$ cat src/verilog/amd_pkg.sv
`default_nettype none
package amd_pkg;
	// ****************************************
	// Prefix, opcode and mask level codes
	// ****************************************
	localparam logic [7:0] PRE_Y = 8'h90;
	localparam logic [7:0] PRE_IY = 8'h91;
	localparam logic [7:0] PRE_IND = 8'h92;
	localparam logic [7:0] OP_NOP = 8'h9D;
	localparam logic [7:0] OP_HALT = 8'h8E;
	localparam logic [7:0] OP_WAIT = 8'h8F;
	localparam logic [7:0] OP_SET_MASK = 8'h9B;
	localparam logic [7:0] OP_CLR_MASK = 8'h9A;
	localparam logic [1:0] MASK_LVL_SET = 2'h3;
	localparam logic [1:0] MASK_LVL_CLR = 2'h0;

	// ****************************************
	// Addressing modes
	// ****************************************
	typedef enum logic [3:0] {
		AM_INH = 4'h0,
		AM_IMM = 4'h1,
		AM_DIR_S = 4'h2,
		AM_DIR_L = 4'h3,
		AM_IDX_0 = 4'h4,
		AM_IDX_S = 4'h5,
		AM_IDX_L = 4'h6,
		AM_IND_S = 4'h7,
		AM_IND_L = 4'h8,
		AM_IND_IDX_S = 4'h9,
		AM_IND_IDX_L = 4'hA,
		AM_REL = 4'hB,
		AM_BAD = 4'hF
	} amd_mode_e;

	// Opcode high nibble columns
	localparam logic [3:0] COL_IMM = 4'hA;
	localparam logic [3:0] COL_DIR_S = 4'hB;
	localparam logic [3:0] COL_DIR_L = 4'hC;
	localparam logic [3:0] COL_IDX_L = 4'hD;
	localparam logic [3:0] COL_IDX_S = 4'hE;
	localparam logic [3:0] COL_IDX_0 = 4'hF;
	localparam logic [3:0] COL_RMW_D = 4'h3;
	localparam logic [3:0] COL_RMW_X = 4'h7;
	localparam logic [3:0] COL_RMW_XS = 4'h6;
	localparam logic [3:0] COL_BIT = 4'h1;
	localparam logic [3:0] COL_BTJ = 4'h0;
	localparam logic [3:0] COL_REL = 4'h2;
	localparam logic [3:0] COL_INH_A = 4'h4;
	localparam logic [3:0] COL_INH_X = 4'h5;
	localparam logic [3:0] COL_MISC = 4'h8;
	localparam logic [3:0] COL_MISC2 = 4'h9;

	localparam logic [7:0] SHORT_PAGE = 8'h00;
	localparam int N_INSTR = 63;
	localparam int N_GROUPS = 13;
endpackage
`default_nettype wire

$ cat src/verilog/amd_mode_lut.sv
`default_nettype none
module amd_mode_lut (
	input wire logic [7:0] opcode,
	input wire logic [1:0] prefix,
	output amd_pkg::amd_mode_e mode,
	output logic [1:0] extra_bytes,
	output logic use_y,
	output logic valid
);
	// prefix: 0 none, 1 y-substitution, 2 indirect-y, 3 indirect
	wire [3:0] hi = opcode[7:4];
	amd_pkg::amd_mode_e base;
	always_comb begin
		case (hi)
			amd_pkg::COL_IMM: base = amd_pkg::AM_IMM;
			amd_pkg::COL_DIR_S, amd_pkg::COL_RMW_D, amd_pkg::COL_BIT, amd_pkg::COL_BTJ:
				base = amd_pkg::AM_DIR_S;
			amd_pkg::COL_DIR_L: base = amd_pkg::AM_DIR_L;
			amd_pkg::COL_IDX_L: base = amd_pkg::AM_IDX_L;
			amd_pkg::COL_IDX_S, amd_pkg::COL_RMW_XS: base = amd_pkg::AM_IDX_S;
			amd_pkg::COL_IDX_0, amd_pkg::COL_RMW_X: base = amd_pkg::AM_IDX_0;
			amd_pkg::COL_REL: base = amd_pkg::AM_REL;
			default: base = amd_pkg::AM_INH;
		endcase
	end
	wire is_dir = (base == amd_pkg::AM_DIR_S) || (base == amd_pkg::AM_DIR_L);
	wire is_idx = (base == amd_pkg::AM_IDX_S) || (base == amd_pkg::AM_IDX_L);
	wire rel_ok = (hi == amd_pkg::COL_REL);
	always_comb begin
		mode = base;
		use_y = 1'b0;
		valid = 1'b1;
		case (prefix)
			2'd1: begin
				// Y replaces X; relative has no X form
				use_y = 1'b1;
				valid = !rel_ok;
			end
			2'd3: begin
				if (is_dir || rel_ok)
					mode = (base == amd_pkg::AM_DIR_L) ? amd_pkg::AM_IND_L : amd_pkg::AM_IND_S;
				else if (is_idx)
					mode = (base == amd_pkg::AM_IDX_L) ? amd_pkg::AM_IND_IDX_L
						: amd_pkg::AM_IND_IDX_S;
				else
					valid = 1'b0;
			end
			2'd2: begin
				// only the indirect Y indexed forms
				use_y = 1'b1;
				if (is_idx)
					mode = (base == amd_pkg::AM_IDX_L) ? amd_pkg::AM_IND_IDX_L
						: amd_pkg::AM_IND_IDX_S;
				else
					valid = 1'b0;
			end
			default: ;
		endcase
		if (!valid)
			mode = amd_pkg::AM_BAD;
	end
	always_comb begin
		case (mode)
			amd_pkg::AM_INH, amd_pkg::AM_IDX_0, amd_pkg::AM_BAD: extra_bytes = 2'd0;
			amd_pkg::AM_DIR_L, amd_pkg::AM_IDX_L: extra_bytes = 2'd2;
			default: extra_bytes = 2'd1;
		endcase
	end
endmodule
`default_nettype wire

$ cat src/verilog/amd_ea_calc.sv
`default_nettype none
module amd_ea_calc (
	input wire amd_pkg::amd_mode_e mode,
	input wire logic [7:0] ext_hi,
	input wire logic [7:0] ext_lo,
	input wire logic [7:0] index,
	input wire logic [15:0] pointer,
	output logic [15:0] ea
);
	wire [15:0] word_off = {ext_hi, ext_lo};
	always_comb begin
		case (mode)
			amd_pkg::AM_DIR_S: ea = {amd_pkg::SHORT_PAGE, ext_lo};
			amd_pkg::AM_DIR_L: ea = word_off;
			amd_pkg::AM_IDX_0: ea = {amd_pkg::SHORT_PAGE, index};
			amd_pkg::AM_IDX_S: ea = {8'h00, ext_lo} + {8'h00, index};
			amd_pkg::AM_IDX_L: ea = word_off + {8'h00, index};
			amd_pkg::AM_IND_S: ea = {amd_pkg::SHORT_PAGE, pointer[7:0]};
			amd_pkg::AM_IND_L: ea = pointer;
			amd_pkg::AM_IND_IDX_S: ea = {8'h00, pointer[7:0]} + {8'h00, index};
			amd_pkg::AM_IND_IDX_L: ea = pointer + {8'h00, index};
			default: ea = 16'h0000;
		endcase
	end
endmodule
`default_nettype wire

$ cat src/verilog/amd_decoder.sv
`default_nettype none
module amd_decoder (
	input wire logic clk_sys,
	input wire logic arst_n,
	input wire logic byte_valid,
	input wire logic [7:0] byte_data,
	output logic byte_ready,
	input wire logic [7:0] x_index,
	input wire logic [7:0] y_index,
	output logic mem_rd,
	output logic [15:0] mem_addr,
	input wire logic mem_valid,
	input wire logic [7:0] mem_data,
	output logic dec_valid,
	input wire logic dec_ready,
	output logic [7:0] dec_opcode,
	output logic [3:0] dec_mode,
	output logic [2:0] dec_length,
	output logic [7:0] dec_operand,
	output logic [15:0] dec_ea,
	output logic dec_use_y,
	output logic dec_undef,
	input wire logic irq,
	output logic [1:0] int_mask_level,
	output logic osc_stop,
	output logic wait_low_power
);
	// ****************************************
	// State machine
	// ****************************************
	typedef enum logic [6:0] {
		ST_OP = 7'b000_0001,
		ST_EXT1 = 7'b000_0010,
		ST_EXT2 = 7'b000_0100,
		ST_PTR_HI = 7'b000_1000,
		ST_PTR_LO = 7'b001_0000,
		ST_DONE = 7'b010_0000,
		ST_PREOP = 7'b100_0000
	} amd_state_e;
	amd_state_e state_q, state_d;
	logic [7:0] opcode_q, ext1_q, ext2_q, ptr_hi_q, ptr_lo_q;
	logic [1:0] prefix_q;
	logic [2:0] length_q;
	logic [1:0] mask_q;
	logic halt_q, wait_q;

	amd_pkg::amd_mode_e lut_mode;
	logic [1:0] lut_extra;
	logic lut_use_y, lut_valid;
	wire [7:0] lut_op = (state_q == ST_OP || state_q == ST_PREOP) ? byte_data : opcode_q;
	wire [1:0] lut_pre = (state_q == ST_OP) ? 2'd0 : prefix_q;
	amd_mode_lut u_lut (
		.opcode(lut_op),
		.prefix(lut_pre),
		.mode(lut_mode),
		.extra_bytes(lut_extra),
		.use_y(lut_use_y),
		.valid(lut_valid)
	);

	// ****************************************
	// Effective address
	// ****************************************
	logic [15:0] ea;
	wire [7:0] idx = lut_use_y ? y_index : x_index;
	wire is_ind = (lut_mode == amd_pkg::AM_IND_S) || (lut_mode == amd_pkg::AM_IND_L) ||
		(lut_mode == amd_pkg::AM_IND_IDX_S) || (lut_mode == amd_pkg::AM_IND_IDX_L);
	wire word_ptr = (lut_mode == amd_pkg::AM_IND_L) || (lut_mode == amd_pkg::AM_IND_IDX_L);
	// Last byte lands on the same edge as the result, so bypass its register
	wire [7:0] ext1_now = (state_q == ST_EXT1) ? byte_data : ext1_q;
	wire [7:0] ext2_now = (state_q == ST_EXT2) ? byte_data : ext2_q;
	wire [7:0] ptr_lo_now = (state_q == ST_PTR_LO) ? mem_data : ptr_lo_q;
	wire [7:0] hi_b = (lut_extra == 2'd2) ? ext1_now : 8'h00;
	wire [7:0] lo_b = (lut_extra == 2'd2) ? ext2_now : ext1_now;
	wire [15:0] ptr = word_ptr ? {ptr_hi_q, ptr_lo_now} : {8'h00, ptr_lo_now};
	amd_ea_calc u_ea (
		.mode(lut_mode),
		.ext_hi(hi_b),
		.ext_lo(lo_b),
		.index(idx),
		.pointer(ptr),
		.ea(ea)
	);

	// only three codes count as prefixes
	wire is_prefix = (byte_data == amd_pkg::PRE_Y) || (byte_data == amd_pkg::PRE_IY) ||
		(byte_data == amd_pkg::PRE_IND);
	wire [1:0] pre_code = (byte_data == amd_pkg::PRE_Y) ? 2'd1 :
		(byte_data == amd_pkg::PRE_IY) ? 2'd2 : 2'd3;
	wire take = byte_valid && byte_ready;
	wire [2:0] len_next = (state_q == ST_OP) ? 3'd1 : 3'(length_q + 3'd1);
	wire ptr_addr_ok = (lut_extra == 2'd1) ? 1'b1 : 1'b0;
	// Stream paused while pointer read or result waits
	assign byte_ready = (state_q == ST_OP) || (state_q == ST_PREOP) ||
		(state_q == ST_EXT1) || (state_q == ST_EXT2);
	assign mem_rd = (state_q == ST_PTR_HI) || (state_q == ST_PTR_LO);
	// word pointer high byte first, at pointer address then next
	assign mem_addr = (state_q == ST_PTR_HI) || !word_ptr ? {8'h00, ext1_q} :
		{8'h00, 8'(ext1_q + 8'h01)};
	assign dec_valid = (state_q == ST_DONE);

	// ****************************************
	// Next state
	// ****************************************
	always_comb begin
		state_d = state_q;
		case (state_q)
			ST_OP, ST_PREOP:
				if (take) begin
					if (state_q == ST_OP && is_prefix)
						state_d = ST_PREOP;
					else if (lut_extra == 2'd0)
						state_d = ST_DONE;
					else
						state_d = ST_EXT1;
				end
			ST_EXT1:
				if (take) begin
					if (lut_extra == 2'd2)
						state_d = ST_EXT2;
					else if (is_ind && ptr_addr_ok)
						state_d = word_ptr ? ST_PTR_HI : ST_PTR_LO;
					else
						state_d = ST_DONE;
				end
			ST_EXT2:
				if (take)
					state_d = ST_DONE;
			ST_PTR_HI:
				if (mem_valid)
					state_d = ST_PTR_LO;
			ST_PTR_LO:
				if (mem_valid)
					state_d = ST_DONE;
			ST_DONE:
				if (dec_ready)
					state_d = ST_OP;
			default: state_d = ST_OP;
		endcase
	end

	always_ff @(posedge clk_sys or negedge arst_n) begin
		if (!arst_n) begin
			state_q <= ST_OP;
			prefix_q <= 2'd0;
			opcode_q <= 8'h00;
			ext1_q <= 8'h00;
			ext2_q <= 8'h00;
			ptr_hi_q <= 8'h00;
			ptr_lo_q <= 8'h00;
			length_q <= 3'd0;
		end else begin
			state_q <= state_d;
			if (take) begin
				length_q <= len_next;
				if (state_q == ST_OP && is_prefix)
					prefix_q <= pre_code;
				else if (state_q == ST_OP)
					prefix_q <= 2'd0;
				if (state_q == ST_OP || state_q == ST_PREOP)
					opcode_q <= byte_data;
				if (state_q == ST_EXT1)
					ext1_q <= byte_data;
				if (state_q == ST_EXT2)
					ext2_q <= byte_data;
			end
			if (mem_valid && state_q == ST_PTR_HI)
				ptr_hi_q <= mem_data;
			if (mem_valid && state_q == ST_PTR_LO)
				ptr_lo_q <= mem_data;
			if (state_q == ST_OP)
				ptr_hi_q <= 8'h00;
		end
	end

	// ****************************************
	// Result register
	// ****************************************
	wire load_res = (state_d == ST_DONE) && (state_q != ST_DONE);
	always_ff @(posedge clk_sys or negedge arst_n) begin
		if (!arst_n) begin
			dec_opcode <= 8'h00;
			dec_mode <= 4'h0;
			dec_length <= 3'd0;
			dec_operand <= 8'h00;
			dec_ea <= 16'h0000;
			dec_use_y <= 1'b0;
			dec_undef <= 1'b0;
		end else if (load_res) begin
			dec_opcode <= lut_op;
			dec_mode <= lut_mode;
			dec_length <= take ? len_next : length_q;
			dec_operand <= (take && state_q == ST_EXT1) ? byte_data : ext1_q;
			dec_ea <= ea;
			dec_use_y <= lut_use_y;
			dec_undef <= !lut_valid;
		end
	end

	// ****************************************
	// Mask and power control
	// ****************************************
	wire commit = dec_valid && dec_ready && !dec_undef;
	always_ff @(posedge clk_sys or negedge arst_n) begin
		if (!arst_n) begin
			mask_q <= amd_pkg::MASK_LVL_SET;
			halt_q <= 1'b0;
			wait_q <= 1'b0;
		end else begin
			if (commit && dec_opcode == amd_pkg::OP_SET_MASK)
				mask_q <= amd_pkg::MASK_LVL_SET;
			else if (commit && dec_opcode == amd_pkg::OP_CLR_MASK)
				mask_q <= amd_pkg::MASK_LVL_CLR;
			// Only reset leaves halt, since the clock is gone
			if (commit && dec_opcode == amd_pkg::OP_HALT)
				halt_q <= 1'b1;
			if (commit && dec_opcode == amd_pkg::OP_WAIT)
				wait_q <= 1'b1;
			else if (irq)
				wait_q <= 1'b0;
		end
	end
	assign int_mask_level = mask_q;
	assign osc_stop = halt_q;
	assign wait_low_power = wait_q;
	// group recognition lies in the column table of the mode lookup
endmodule
`default_nettype wire

$ cat config.mk
export PLATFORM = sky130hd
export DESIGN_NAME = amd_decoder
export DESIGN_NICKNAME = d
export VERILOG_FILES = /design/src/verilog/amd_pkg.sv /design/src/verilog/amd_mode_lut.sv /design/src/verilog/amd_ea_calc.sv /design/src/verilog/amd_decoder.sv
export SDC_FILE = /design/constraint.sdc
export NUM_CORES = 1
export LEC_CHECK = 0
export BUFFER_PORTS_ARGS = -buffer_cell sky130_fd_sc_hd__buf_4
export CELL_PAD_IN_SITES_DETAIL_PLACEMENT = 1
export CELL_PAD_IN_SITES_GLOBAL_PLACEMENT = 1
export CORE_MARGIN = 5
export CORE_UTILIZATION = 44
export CTS_CLUSTER_SIZE = 14
export DETAILED_ROUTE_END_ITERATION = 10
export HOLD_SLACK_MARGIN = 0.12
export PLACE_DENSITY_LB_ADDON = 0.15
export SYNTH_ARGS = -nofsm -noshare
export SYNTH_HDL_FRONTEND = slang
export SYNTH_SLANG_ARGS = --single-unit
$ cat constraint.sdc
create_clock -name clk_sys -period 6.9 [get_ports clk_sys]
set_input_delay 0.69 -clock clk_sys [delete_from_list [all_inputs] [get_ports clk_sys]]
set_output_delay 0.69 -clock clk_sys [all_outputs]
set_load 0.005 [all_outputs]
Word level (Yosys, flattened, before mapping)
Memories as Yosys holds them, arrays and structs flattened.
Index checks and enable logic that the tools add are counted.
{"block": "word_totals", "in_bits": 38, "output_inout_bits": 64, "ramBits": 0, "latchBits": 0, "mem_count": 1, "word_cells": 148, "regBits": 97, "romBits": 64}
{"block": "classes", "n_mux": 47, "n_bitwise": 0, "n_div": 0, "shifts": 0, "reduce_logical": 40, "n_lt_le_gt_ge": 0, "multipliers": 0, "addsub": 6, "eq_ne": 36}
{"name": "(no name shown)", "words": 16, "word_bits": 4, "rd": 1, "rd_clocked_by_memory_dff": 0, "write_ports": 0, "line_no": "amd_mode_lut.sv:14", "source": "case (hi)"}
{"cell": "$pmux 16 s9", "count": 1}
{"cell": "$mux 8", "count": 11}
{"cell": "$eq 8x8->1 const B", "count": 7}
{"cell": "$mux 7", "count": 7}
{"cell": "$pmux 7 s6", "count": 1}
{"cell": "$add 16x8->16", "count": 2}
{"cell": "$eq 4x3->1 const B", "count": 6}
{"cell": "$eq 4x2->1 const B", "count": 5}
{"cell": "$add 8x8->9", "count": 2}
{"cell": "$mux 6", "count": 3}
{"cell": "$eq 4x4->1 const B", "count": 4}
{"cell": "$mux 16", "count": 1}
{"cell": "$mux 4", "count": 4}
{"cell": "$eq 7x6->1 const B", "count": 2}
{"cell": "$logic_or 1x1->1", "count": 14}
{"cell": "$logic_and 1x1->1", "count": 13}
{"cell": "$mux 2", "count": 6}
{"cell": "$add 8x1->8 const B", "count": 1}
{"cell": "$pmux 4 s2", "count": 1}
{"cell": "$eq 7x1->1 const B", "count": 1}
{"cell": "$eq 7x2->1 const B", "count": 1}
{"cell": "$eq 7x3->1 const B", "count": 1}
{"cell": "$eq 7x4->1 const B", "count": 1}
{"cell": "$eq 7x5->1 const B", "count": 1}
{"cell": "other kinds (16)", "count": 33}

Logic depth before layout (Yosys ltp)
Gate-level depths: netlist of the first run.
An unclocked memory read counts as a cell.
{"block": "logic_depth", "word_depth": 22, "ltp_mapped": 31, "ltp_nobuf": 26}

Modules after synthesis
From an unflattened synthesis of the first run, not the netlist that was laid out.
{"block": "unflattened", "cells_unflattened": 705, "area_unflattened_um2": 6922.9}
{"module": "amd_decoder", "cells_each": 445, "area_per_inst_um2": 4959.8, "seq_area_each_um2": 2404.8, "instances": 1}
{"module": "amd_ea_calc", "cells_each": 208, "area_per_inst_um2": 1616.6, "seq_area_each_um2": 0.0, "instances": 1}
{"module": "amd_mode_lut", "cells_each": 52, "area_per_inst_um2": 346.6, "seq_area_each_um2": 0.0, "instances": 1}

Worst setup path before layout of the first run
No wires, ideal clock.
{"block": "synth_path", "path_kind": "register -> register", "start": "register state_q[5]", "end": "register dec_ea[10]", "t_arrival_ns": 5.949, "path_stages_with_launch": 28, "setup_slack_ns": 0.816, "setup_time_ns": 0.135, "period_less_slack_ns": 6.084, "n_path_buf": 6, "t_required_ns": 6.765, "cell_sequence": "dfrtp_1 > buf_6 > or4_4 > buf_6 > o21ai_2 > inv_1 > ha_1 > buf_2 > and3_1 > o31ai_2 > and2_0 > buf_2 > and4_1 > buf_4 > clkbuf_1 > mux2_2 > ha_1 > fa_1 > a21oi_1 > o21bai_1 > a21o_1 > a21oi_1 > o21bai_1 > a21oi_1 > nor3_1 > xnor2_1 > a222oi_1 > o22ai_1"}
{"block": "synth_between", "elab_chain_len": 22, "word_cells_on_any_way": 87, "cone_classes": "2 x add/sub; 29 x eq/ne; 34 x mux; 21 x reduce/logical; 1 x memory"}
{"item": "from (decl)", "line_no": "amd_decoder.sv:40", "source": "amd_state_e state_q, state_d;"}
{"item": "from (signal assigned)", "line_no": "amd_decoder.sv:153", "source": "state_q <= state_d;"}
{"item": "branches (longest 22 deep; another with $mem_v2 16x4)"}
{"item": "to (signal assigned)", "line_no": "amd_decoder.sv:186", "source": "dec_ea <= 16'h0000;"}
{"item": "to (signal assigned)", "line_no": "amd_decoder.sv:194", "source": "dec_ea <= ea;"}
{"item": "to (decl)", "line_no": "amd_decoder.sv:20", "source": "output logic [15:0] dec_ea,"}
Several ways; the timed one is not identified.
A chain may end at the register's enable or synchronous reset.

Worst setup path in the final report of the first run
{"block": "layout_path", "start": "register state_q[0]", "end": "register dec_ea[9]"}
Same word-level chain as after synthesis.

==> qor.yml, run 1 <==
drt-total-wl_mm: 23.1
p_leak_nw: 3.59
post-synth-top-count-cell: "dfrtp_1"
dieWidth_um: 134
worstSetupEndpointType: "flip-flop"
ys_types: 82
worst_slack_ns: 0.504
status: "finished, final reports clean"
start_util: 0.448
power.total_mw: 4.83
maxCapViolCount: 0
dp_slack_ns: 0.594
rr_startpoint: "state_q[0]"
synth-seq-cells: 96
yosys_warnings: 0
tritoncts: "done"
detail-route-antenna-nets: 0
cts_resized: 0
dr.pass1.iters: 7
yosys.area.top_type: "dfrtp_1"
hold_class: "in -> async"
n_antenna_cell: 0
post-route-min-period_ns: 6.40
syn_area_um2: 6780
clock_latency_ns: 0.37
crit_fanout: 11
r2r_cells: 24
final_cell_area_um2: 7920
portBuffers: 93
final_core_utilization: 0.523
final_nets: 884
slew_violations: 0
fmax_mhz: 156
rows: 45
vias: 6209
die_y_um: 134
synth_edf_count: 0
viasPerCell: 6.12
slew_headroom: 0.212
hold_viol: 0
root_buffer: "clkbuf_16"
hpwl_mm: 17.9
cts.clk_slew.worst_paths_ns: 0.08
cts-htree-levels: 3
synthTopCellsByCount: "94 x dfrtp_1, 71 x nand2_1, 53 x nor2_1"
clockBufferDepth: 2
synthTopCellsByArea: "dfrtp_1 35%, mux2_2 7.6%, ha_1 4.1%"
post_cts_buffers: 0
rr_endpoint: "dec_ea[9]"
grt_max_degree: 53
drive_above_1_share: 0.241
setup_viol: 0
cp-startpoint: "state_q[0]"
numCtsBuffers: 9
startpoint_type: "flip-flop"
grt_pass1_wl_mm: 36.3
grt_pass1_vias: 6471
synth_top_area_share: 0.347
vdd_ir_drop_max_mv: 0.401
synth_cells: 748
yosysSeqAreaShare: 0.354
power_density_nw_per_um2: 610
critPathArrivalTime_ns: 6.63
remaining_drc_errors: 0
worst_slew_pin_slew_ns: 1.15
crit_type: "reg -> reg"
finalSetupTns_ns: 0
area_growth_syn_to_layout_pct: 16.7
antenna_found_initial: 0
routabilityCongestion: 0.929
postCtsHoldBufs: 0
ios: 102
finalCritPeriodShare: 0.927
grt_usage: 0.257
synth-async-reset-ratio: 1.00
drt_iter0_drc: 455
reg2reg_slack_ns: 0.50
overflow: 0
clock-sinks: 96
endpoint: "dec_ea[9]"
clock_skew_ns: 0.0160
core_um2: 15100
ys_dominant_reg_cell: "dfrtp_1"
worst-endpoint-required_ns: 7.14
rsz0062_at_grt: "no"
place_area_um2: 7610
avgSynthCellArea_um2: 9.07
dieArea_um2: 18000
post_drt_wl_per_cell_um: 22.8
[stage by stage]
step                      hold slack, ns  instances
after floorplan                    0.394        755
after global placement             0.461        999
after detailed placement           0.464        999
after CTS                          0.346       1015
after global routing               0.370       1015
final                              0.314       1015
[power breakdown]
part           internal (mW)  total, mW  switching, mW
sequential             0.776      0.978          0.203
combinational           1.41       3.34           1.93
clock                  0.259      0.519          0.260
total                   2.44       4.83           2.39
[worst min-delay path by stage]
stage	end	slack, ns
floorplan	dec_ea[0]	0.39
global placement	osc_stop	0.46
detailed placement	osc_stop	0.46
CTS	dec_opcode[5]	0.35
global route	dec_opcode[5]	0.37
finish	dec_opcode[5]	0.31
[state kept, by name, indices dropped and copies added, names as in the netlist, 4 cells and up]
register and flops:
dec_ea 16, dec_mode 4, dec_opcode 8, dec_operand 8
ext1_q 8, ext2_q 8, opcode_q 8, ptr_hi_q 8
ptr_lo_q 8, state_q 7
[kinds of logic after synthesis]
family | after synthesis | synth area share
AND/OR/NAND/NOR | 215 | 0.161
AO/OA/AOI/OAI | 214 | 0.218
flip-flops | 96 | 0.354
buffers and inverters | 95 | 0.0631
multiplexers | 74 | 0.118
XOR/XNOR | 29 | 0.0374
adder cells (fa/ha/maj) | 24 | 0.0465
other | 1 | 0.000553
[cell usage in the layout, fill, tap and decap left out, types with 5 or more instances in the layout]
cell | Yosys | final
nand4_1 | 9 | 9
nor2b_1 | 5 | 5
nor3_1 | 5 | 5
o21ai_0 | 46 | 46
dfrtp_1 | 94 | 94
a211oi_1 | 5 | 5
buf_4 | 11 | 109
o22ai_1 | 19 | 19
inv_1 | 41 | 41
a21oi_1 | 34 | 34
xor2_1 | 8 | 8
nand2_1 | 71 | 71
a31oi_1 | 17 | 17
nor2_1 | 53 | 53
and3_1 | 5 | 5
ha_1 | 22 | 22
mux2_2 | 46 | 46
nand2b_1 | 6 | 6
xnor2_1 | 21 | 21
a21o_1 | 12 | 12
a22oi_1 | 8 | 8
mux2i_1 | 27 | 27
o221ai_1 | 7 | 7
conb_1 | 1 | 8
clkbuf_16 | 0 | 9
o21bai_1 | 6 | 6
nand3_1 | 27 | 27
[layout make-up]
class | instances | area [µm²]
clock inverters | 7 | 85.1
inverters | 41 | 154
well taps | 188 | 235
repair buffers | 110 | 838
flip-flops and latches | 96 | 2400
clock buffers | 9 | 225
fillers | 1771 | 7230
multi-input cells | 564 | 3980
[worst max-delay path, cell delays in order (launching register included)]
cell and delay, ns:
dfstp_2 0.66, or3b_2 0.51, o21ai_2 0.19, inv_1 0.12, ha_1 0.34, a41oi_1 0.21
a21oi_1 0.09, o2111a_1 0.30, o211a_1 0.22, o2111a_1 0.29, nand2b_1 0.29, o221ai_1 0.41
mux2i_1 0.19, ha_1 0.31, a21o_1 0.15, a21oi_1 0.22, o21bai_1 0.09, a21o_1 0.20
a21oi_1 0.17, o21bai_1 0.12, a21oi_1 0.48, nor2_1 0.13, xnor2_1 0.16, a222oi_1 0.30
a21oi_1 0.12
[layer usage]
metal / global-route usage / part of all wire / vias up
met2: 0.420 / 0.47 / 183
met1: 0.338 / 0.45 / 3111
li1: - / - / 2876
met5: 0 / 0 / -
met4: 0.0911 / 0.027 / 0
met3: 0.0544 / 0.052 / 39
(Power assumes the default switching activity.)
==> inputs of run 2 (changes only) <==
CORE_UTILIZATION = 45   (was 44)
CTS_BUF_LIST = sky130_fd_sc_hd__clkbuf_2 sky130_fd_sc_hd__clkbuf_4 sky130_fd_sc_hd__clkbuf_8   (was not set)
==> qor.yml, run 2 (synthesis results as in run 1) <==
clock_skew_ns: 0.0200  # was 0.0160 ns
routabilityCongestion: 0.949  # was 0.929
core_um2: 14600  # was 15100 µm²
post_drt_wl_per_cell_um: 23.2  # was 22.8 µm
portBuffers: 93  # unchanged
startpoint_type: "flip-flop"  # unchanged
vias: 6295  # was 6209
fmax_mhz: 160  # was 156 MHz
hold_viol: 0  # unchanged
place_area_um2: 7610  # about the same
status: "finished, final reports clean"  # unchanged
dieWidth_um: 133  # was 134 µm
drt-total-wl_mm: 23.5  # was 23.1 mm
post_cts_buffers: 0  # unchanged
dr.pass1.iters: 6  # was 7
grt_pass1_wl_mm: 36.9  # was 36.3 mm
clock-sinks: 96  # unchanged
root_buffer: "clkbuf_8"  # was clkbuf_16
power.total_mw: 4.71  # was 4.83 mW
rows: 44  # was 45
numCtsBuffers: 9  # unchanged
cts-htree-levels: 3  # unchanged
grt_max_degree: 52  # was 53
dieArea_um2: 17600  # was 18000 µm²
grt_usage: 0.263  # was 0.257
maxCapViolCount: 0  # unchanged
area_growth_syn_to_layout_pct: 15.0  # was 16.7%
worstSetupEndpointType: "flip-flop"  # unchanged
remaining_drc_errors: 0  # unchanged
worst-endpoint-required_ns: 7.17  # was 7.14 ns
largest_reg_flops: 16  # unchanged
overflow: 0  # unchanged
layout_common_cells: "110 x buf_4, 94 x dfrtp_1, 71 x nand2_1"  # was 109 x buf_4, 94 x dfrtp_1, 71 x nand2_1
viasPerCell: 6.22  # was 6.12
cts.clk_slew.worst_paths_ns: 0.12  # was 0.08 ns
worst_slack_ns: 0.637  # was 0.504 ns
ios: 102  # unchanged
layout.area.seq_um2: 2400  # unchanged
antenna_found_initial: 0  # unchanged
clock_latency_ns: 0.40  # was 0.37 ns
rsz0062_at_grt: "no"  # unchanged
grt_pass1_vias: 6489  # was 6471
n_antenna_cell: 0  # unchanged
slew_violations: 0  # unchanged
power_density_nw_per_um2: 604  # was 610 nW/µm²
crit_type: "reg -> reg"  # unchanged
multi_input_area_um2: 3980  # unchanged
critPathArrivalTime_ns: 6.54  # was 6.63 ns
postCtsHoldBufs: 0  # unchanged
worst_slew_pin_slew_ns: 1.28  # was 1.15 ns
drt_iter0_drc: 440  # was 455
largest_register: "dec_ea"  # unchanged
vdd_ir_drop_max_mv: 0.291  # was 0.401 mV
hold_class: "in -> async"  # unchanged
setup_viol: 0  # unchanged
dp_slack_ns: 0.762  # was 0.594 ns
p_leak_nw: 3.54  # was 3.59 nW
final_common_cell: "buf_4"  # unchanged
final_nets: 885  # was 884
drive_above_1_share: 0.242  # was 0.241
hold_slack_ns: 0.280  # was 0.314 ns
hpwl_mm: 18.2  # was 17.9 mm
tritoncts: "done"  # unchanged
clockBufferDepth: 2  # unchanged
die_y_um: 133  # was 134 µm
cts_resized: 0  # unchanged
finalCritPeriodShare: 0.908  # was 0.927
fillerInstances: 1712  # was 1771
finalSetupTns_ns: 0  # unchanged
crit_fanout: 9  # was 11
detail-route-antenna-nets: 0  # unchanged
start_util: 0.463  # was 0.448
slew_headroom: 0.141  # was 0.212
final_cell_area_um2: 7800  # was 7920 µm²
post-route-min-period_ns: 6.26  # was 6.40 ns
-- run 2: cell count changes in the layout (fill, tap and decap cells not counted) --
cell and delta:
clkinv_8 -3, clkbuf_8 +9, clkinvlp_4 +2, clkbuf_16 -9, inv_6 -1, inv_8 +1, buf_4 +1, clkinv_4 +1
-- run 2: final cells by class --
type                    count  area share
multi-input cells         564       0.510
flip-flops and latches     96       0.308
repair buffers            111       0.108
well taps                 184      0.0295
inverters                  41      0.0197
clock buffers               9      0.0159
clock inverters             7     0.00802
-- run 2: worst max-delay path, stage by stage, from the launching register on --
cell and delay (ns):
dfrtp_1 0.50, or4_4 0.66, o21ai_2 0.16, buf_4 0.17
inv_1 0.10, ha_1 0.34, a41oi_1 0.21, a21oi_1 0.09
o2111a_1 0.30, o211a_1 0.22, o2111a_1 0.30, nand2b_1 0.29
o221ai_1 0.35, mux2i_1 0.19, ha_1 0.32, a21o_1 0.16
a21oi_1 0.21, o21bai_1 0.09, a21o_1 0.21, a21oi_1 0.17
o21bai_1 0.11, a21oi_1 0.16, buf_4 0.17, nor2_1 0.07
xnor2_1 0.16, a222oi_1 0.34, a21oi_1 0.11
-- run 2: final timing paths --
kind                              from             end  slack [ns]  cells after the start
setup / recovery            state_q[5]       dec_ea[9]        0.64                     26
hold / removal                  arst_n     opcode_q[5]        0.28                      1
min in group clk_sys               irq  wait_low_power        0.49                      2
hold reg to reg            ptr_lo_q[0]     ptr_lo_q[0]        0.50                      2
setup reg to reg            state_q[5]       dec_ea[9]        0.64                     26
max in group asynchronous       arst_n     ptr_hi_q[6]        5.50                      2
-- run 2: per-stage QoR --
stage,utilization,instances
after floorplan,-,755
after global placement,0.520,996
after detailed placement,0.520,996
after CTS,0.533,1012
after global routing,0.533,1012
final,0.533,1012
-- run 2: layer usage --
layer,vias up,routed length [µm],GRT usage
met2,185,11400,0.447
met1,3185,10400,0.345
met4,0,611,0.0803
li1,2883,-,-
met3,42,1110,0.0418
met5,-,0,0
-- run 2: power breakdown --
group          total (mW)  leakage (nW)  switching, mW  internal [mW]
registers           0.979          1.23          0.204          0.775
logic                3.36          2.22           1.94           1.42
clock network       0.371        0.0859          0.233          0.138
==> inputs of run 3 (changes only) <==
PLACE_DENSITY_LB_ADDON = 0.1   (was 0.15)
==> qor.yml, run 3 (synthesis results as in run 1) <==
hold_class: "in -> async"  # unchanged
slew_headroom: 0.233  # was 0.141
detail-route-antenna-nets: 0  # unchanged
hold_viol: 0  # unchanged
n_antenna_cell: 0  # unchanged
vdd_ir_drop_max_mv: 0.393  # was 0.291 mV
post_drt_wl_per_cell_um: 23.1  # was 23.2 µm
remaining_drc_errors: 0  # unchanged
worstSetupEndpointType: "flip-flop"  # unchanged
worst_slew_pin_slew_ns: 1.14  # was 1.28 ns
status: "finished, final reports clean"  # unchanged
crit_type: "reg -> reg"  # unchanged
largest_reg_flops: 16  # unchanged
setup_viol: 0  # unchanged
cts.clk_slew.worst_paths_ns: 0.12  # about the same
root_buffer: "clkbuf_8"  # unchanged
drt-total-wl_mm: 23.3  # was 23.5 mm
layout_common_cells: "108 x buf_4, 94 x dfrtp_1, 71 x nand2_1"  # was 110 x buf_4, 94 x dfrtp_1, 71 x nand2_1
grt_pass1_wl_mm: 37.1  # was 36.9 mm
start_util: 0.463  # unchanged
postCtsHoldBufs: 0  # unchanged
viasPerCell: 6.14  # was 6.22
slew_violations: 0  # unchanged
vias: 6205  # was 6295
cts-htree-levels: 3  # unchanged
largest_register: "dec_ea"  # unchanged
cp-startpoint: "state_q[5]"  # unchanged
post-route-min-period_ns: 6.31  # was 6.26 ns
grt_max_degree: 51  # was 52
layout.area.seq_um2: 2400  # unchanged
final_common_cell: "buf_4"  # unchanged
dp.cells: 994  # was 996
maxCapViolCount: 0  # unchanged
overflow: 0  # unchanged
hpwl_mm: 18.1  # was 18.2 mm
grt_usage: 0.266  # was 0.263
p_leak_nw: 3.54  # about the same
worst-endpoint-required_ns: 7.17  # about the same
numCtsBuffers: 9  # unchanged
area_growth_syn_to_layout_pct: 14.9  # was 15.0%
rsz0062_at_grt: "no"  # unchanged
clock_skew_ns: 0.0190  # was 0.0200 ns
tritoncts: "done"  # unchanged
finalSetupTns_ns: 0  # unchanged
clockBufferDepth: 2  # unchanged
final_core_utilization: 0.532  # was 0.533
core_um2: 14600  # unchanged
dieArea_um2: 17600  # unchanged
rr_startpoint: "state_q[5]"  # unchanged
instances_no_fill: 1010  # was 1012
dr.pass1.iters: 6  # unchanged
startpoint_type: "flip-flop"  # unchanged
drive_above_1_share: 0.240  # was 0.242
fillerInstances: 1692  # was 1712
final_cell_area_um2: 7790  # was 7800 µm²
fmax_mhz: 159  # was 160 MHz
rows: 44  # unchanged
crit_fanout: 9  # unchanged
post_cts_buffers: 0  # unchanged
dieWidth_um: 133  # unchanged
clock_latency_ns: 0.39  # was 0.40 ns
portBuffers: 93  # unchanged
die_y_um: 133  # unchanged
grt_pass1_vias: 6571  # was 6489
power_density_nw_per_um2: 601  # was 604 nW/µm²
power.total_mw: 4.69  # was 4.71 mW
final_nets: 883  # was 885
place_area_um2: 7600  # was 7610 µm²
drt_iter0_drc: 489  # was 440
finalCritPeriodShare: 0.914  # was 0.908
multi_input_area_um2: 3980  # unchanged
routabilityCongestion: 0.951  # was 0.949
ios: 102  # unchanged
cts_resized: 0  # unchanged
antenna_found_initial: 0  # unchanged
clock-sinks: 96  # unchanged
critPathArrivalTime_ns: 6.58  # was 6.54 ns
[run 3: changes by cell type in the layout (fill, tap and decap cells not counted), sizes merged]
cell / delta
clkinvlp: -3
buf: -2
clkinv: +2
inv: +1
[run 3: worst max-delay path, stage by stage, from the launching register on]
cell	delay [ns]
dfrtp_1	0.50
or4_4	0.66
o21ai_2	0.18
inv_1	0.11
ha_1	0.33
a41oi_1	0.21
a21oi_1	0.09
o2111a_1	0.31
o211a_1	0.22
o2111a_1	0.29
nand2b_1	0.27
o221ai_1	0.37
mux2i_1	0.21
ha_1	0.32
a21o_1	0.17
a21oi_1	0.23
o21bai_1	0.09
a21o_1	0.20
a21oi_1	0.16
o21bai_1	0.10
a21oi_1	0.46
nor2_1	0.12
xnor2_1	0.15
a222oi_1	0.30
a21oi_1	0.11
[run 3: per-layer routing]
metal  vias up  wire (µm)  GRT usage
li1       2865          -          -
met2       200      11400      0.454
met5         -          0          0
met4         0        575     0.0826
met1      3097      10300      0.344
met3        43       1060     0.0448
[run 3: final timing paths]
kind / slack, ns / end / cells past startpoint
setup / recovery: 0.59 / dec_ea[9] / 24
hold / removal: 0.31 / opcode_q[1] / 1
setup reg to reg: 0.59 / dec_ea[9] / 24
hold reg to reg: 0.49 / osc_stop / 1
max in group asynchronous: 5.48 / ptr_hi_q[3] / 2
min in group clk_sys: 0.49 / wait_low_power / 2
[run 3: area by class of cell]
cell class	instances	area share
clock buffers	9	0.0159
inverters	41	0.0197
well taps	184	0.0295
flip-flops and latches	96	0.309
multi-input cells	564	0.510
repair buffers	109	0.107
clock inverters	7	0.00947
[run 3: where the power goes]
group | leakage (nW) | switching [mW] | internal (mW)
combinational | 2.21 | 1.92 | 1.40
sequential | 1.23 | 0.199 | 0.774
clock | 0.101 | 0.247 | 0.143
[run 3: per-stage QoR]
stage,hold WS [ns],setup slack (ns)
after floorplan,0.394,0.816
after global placement,0.463,0.855
after detailed placement,0.476,0.677
after CTS,0.302,0.636
after global routing,0.335,0.181
final,0.306,0.594
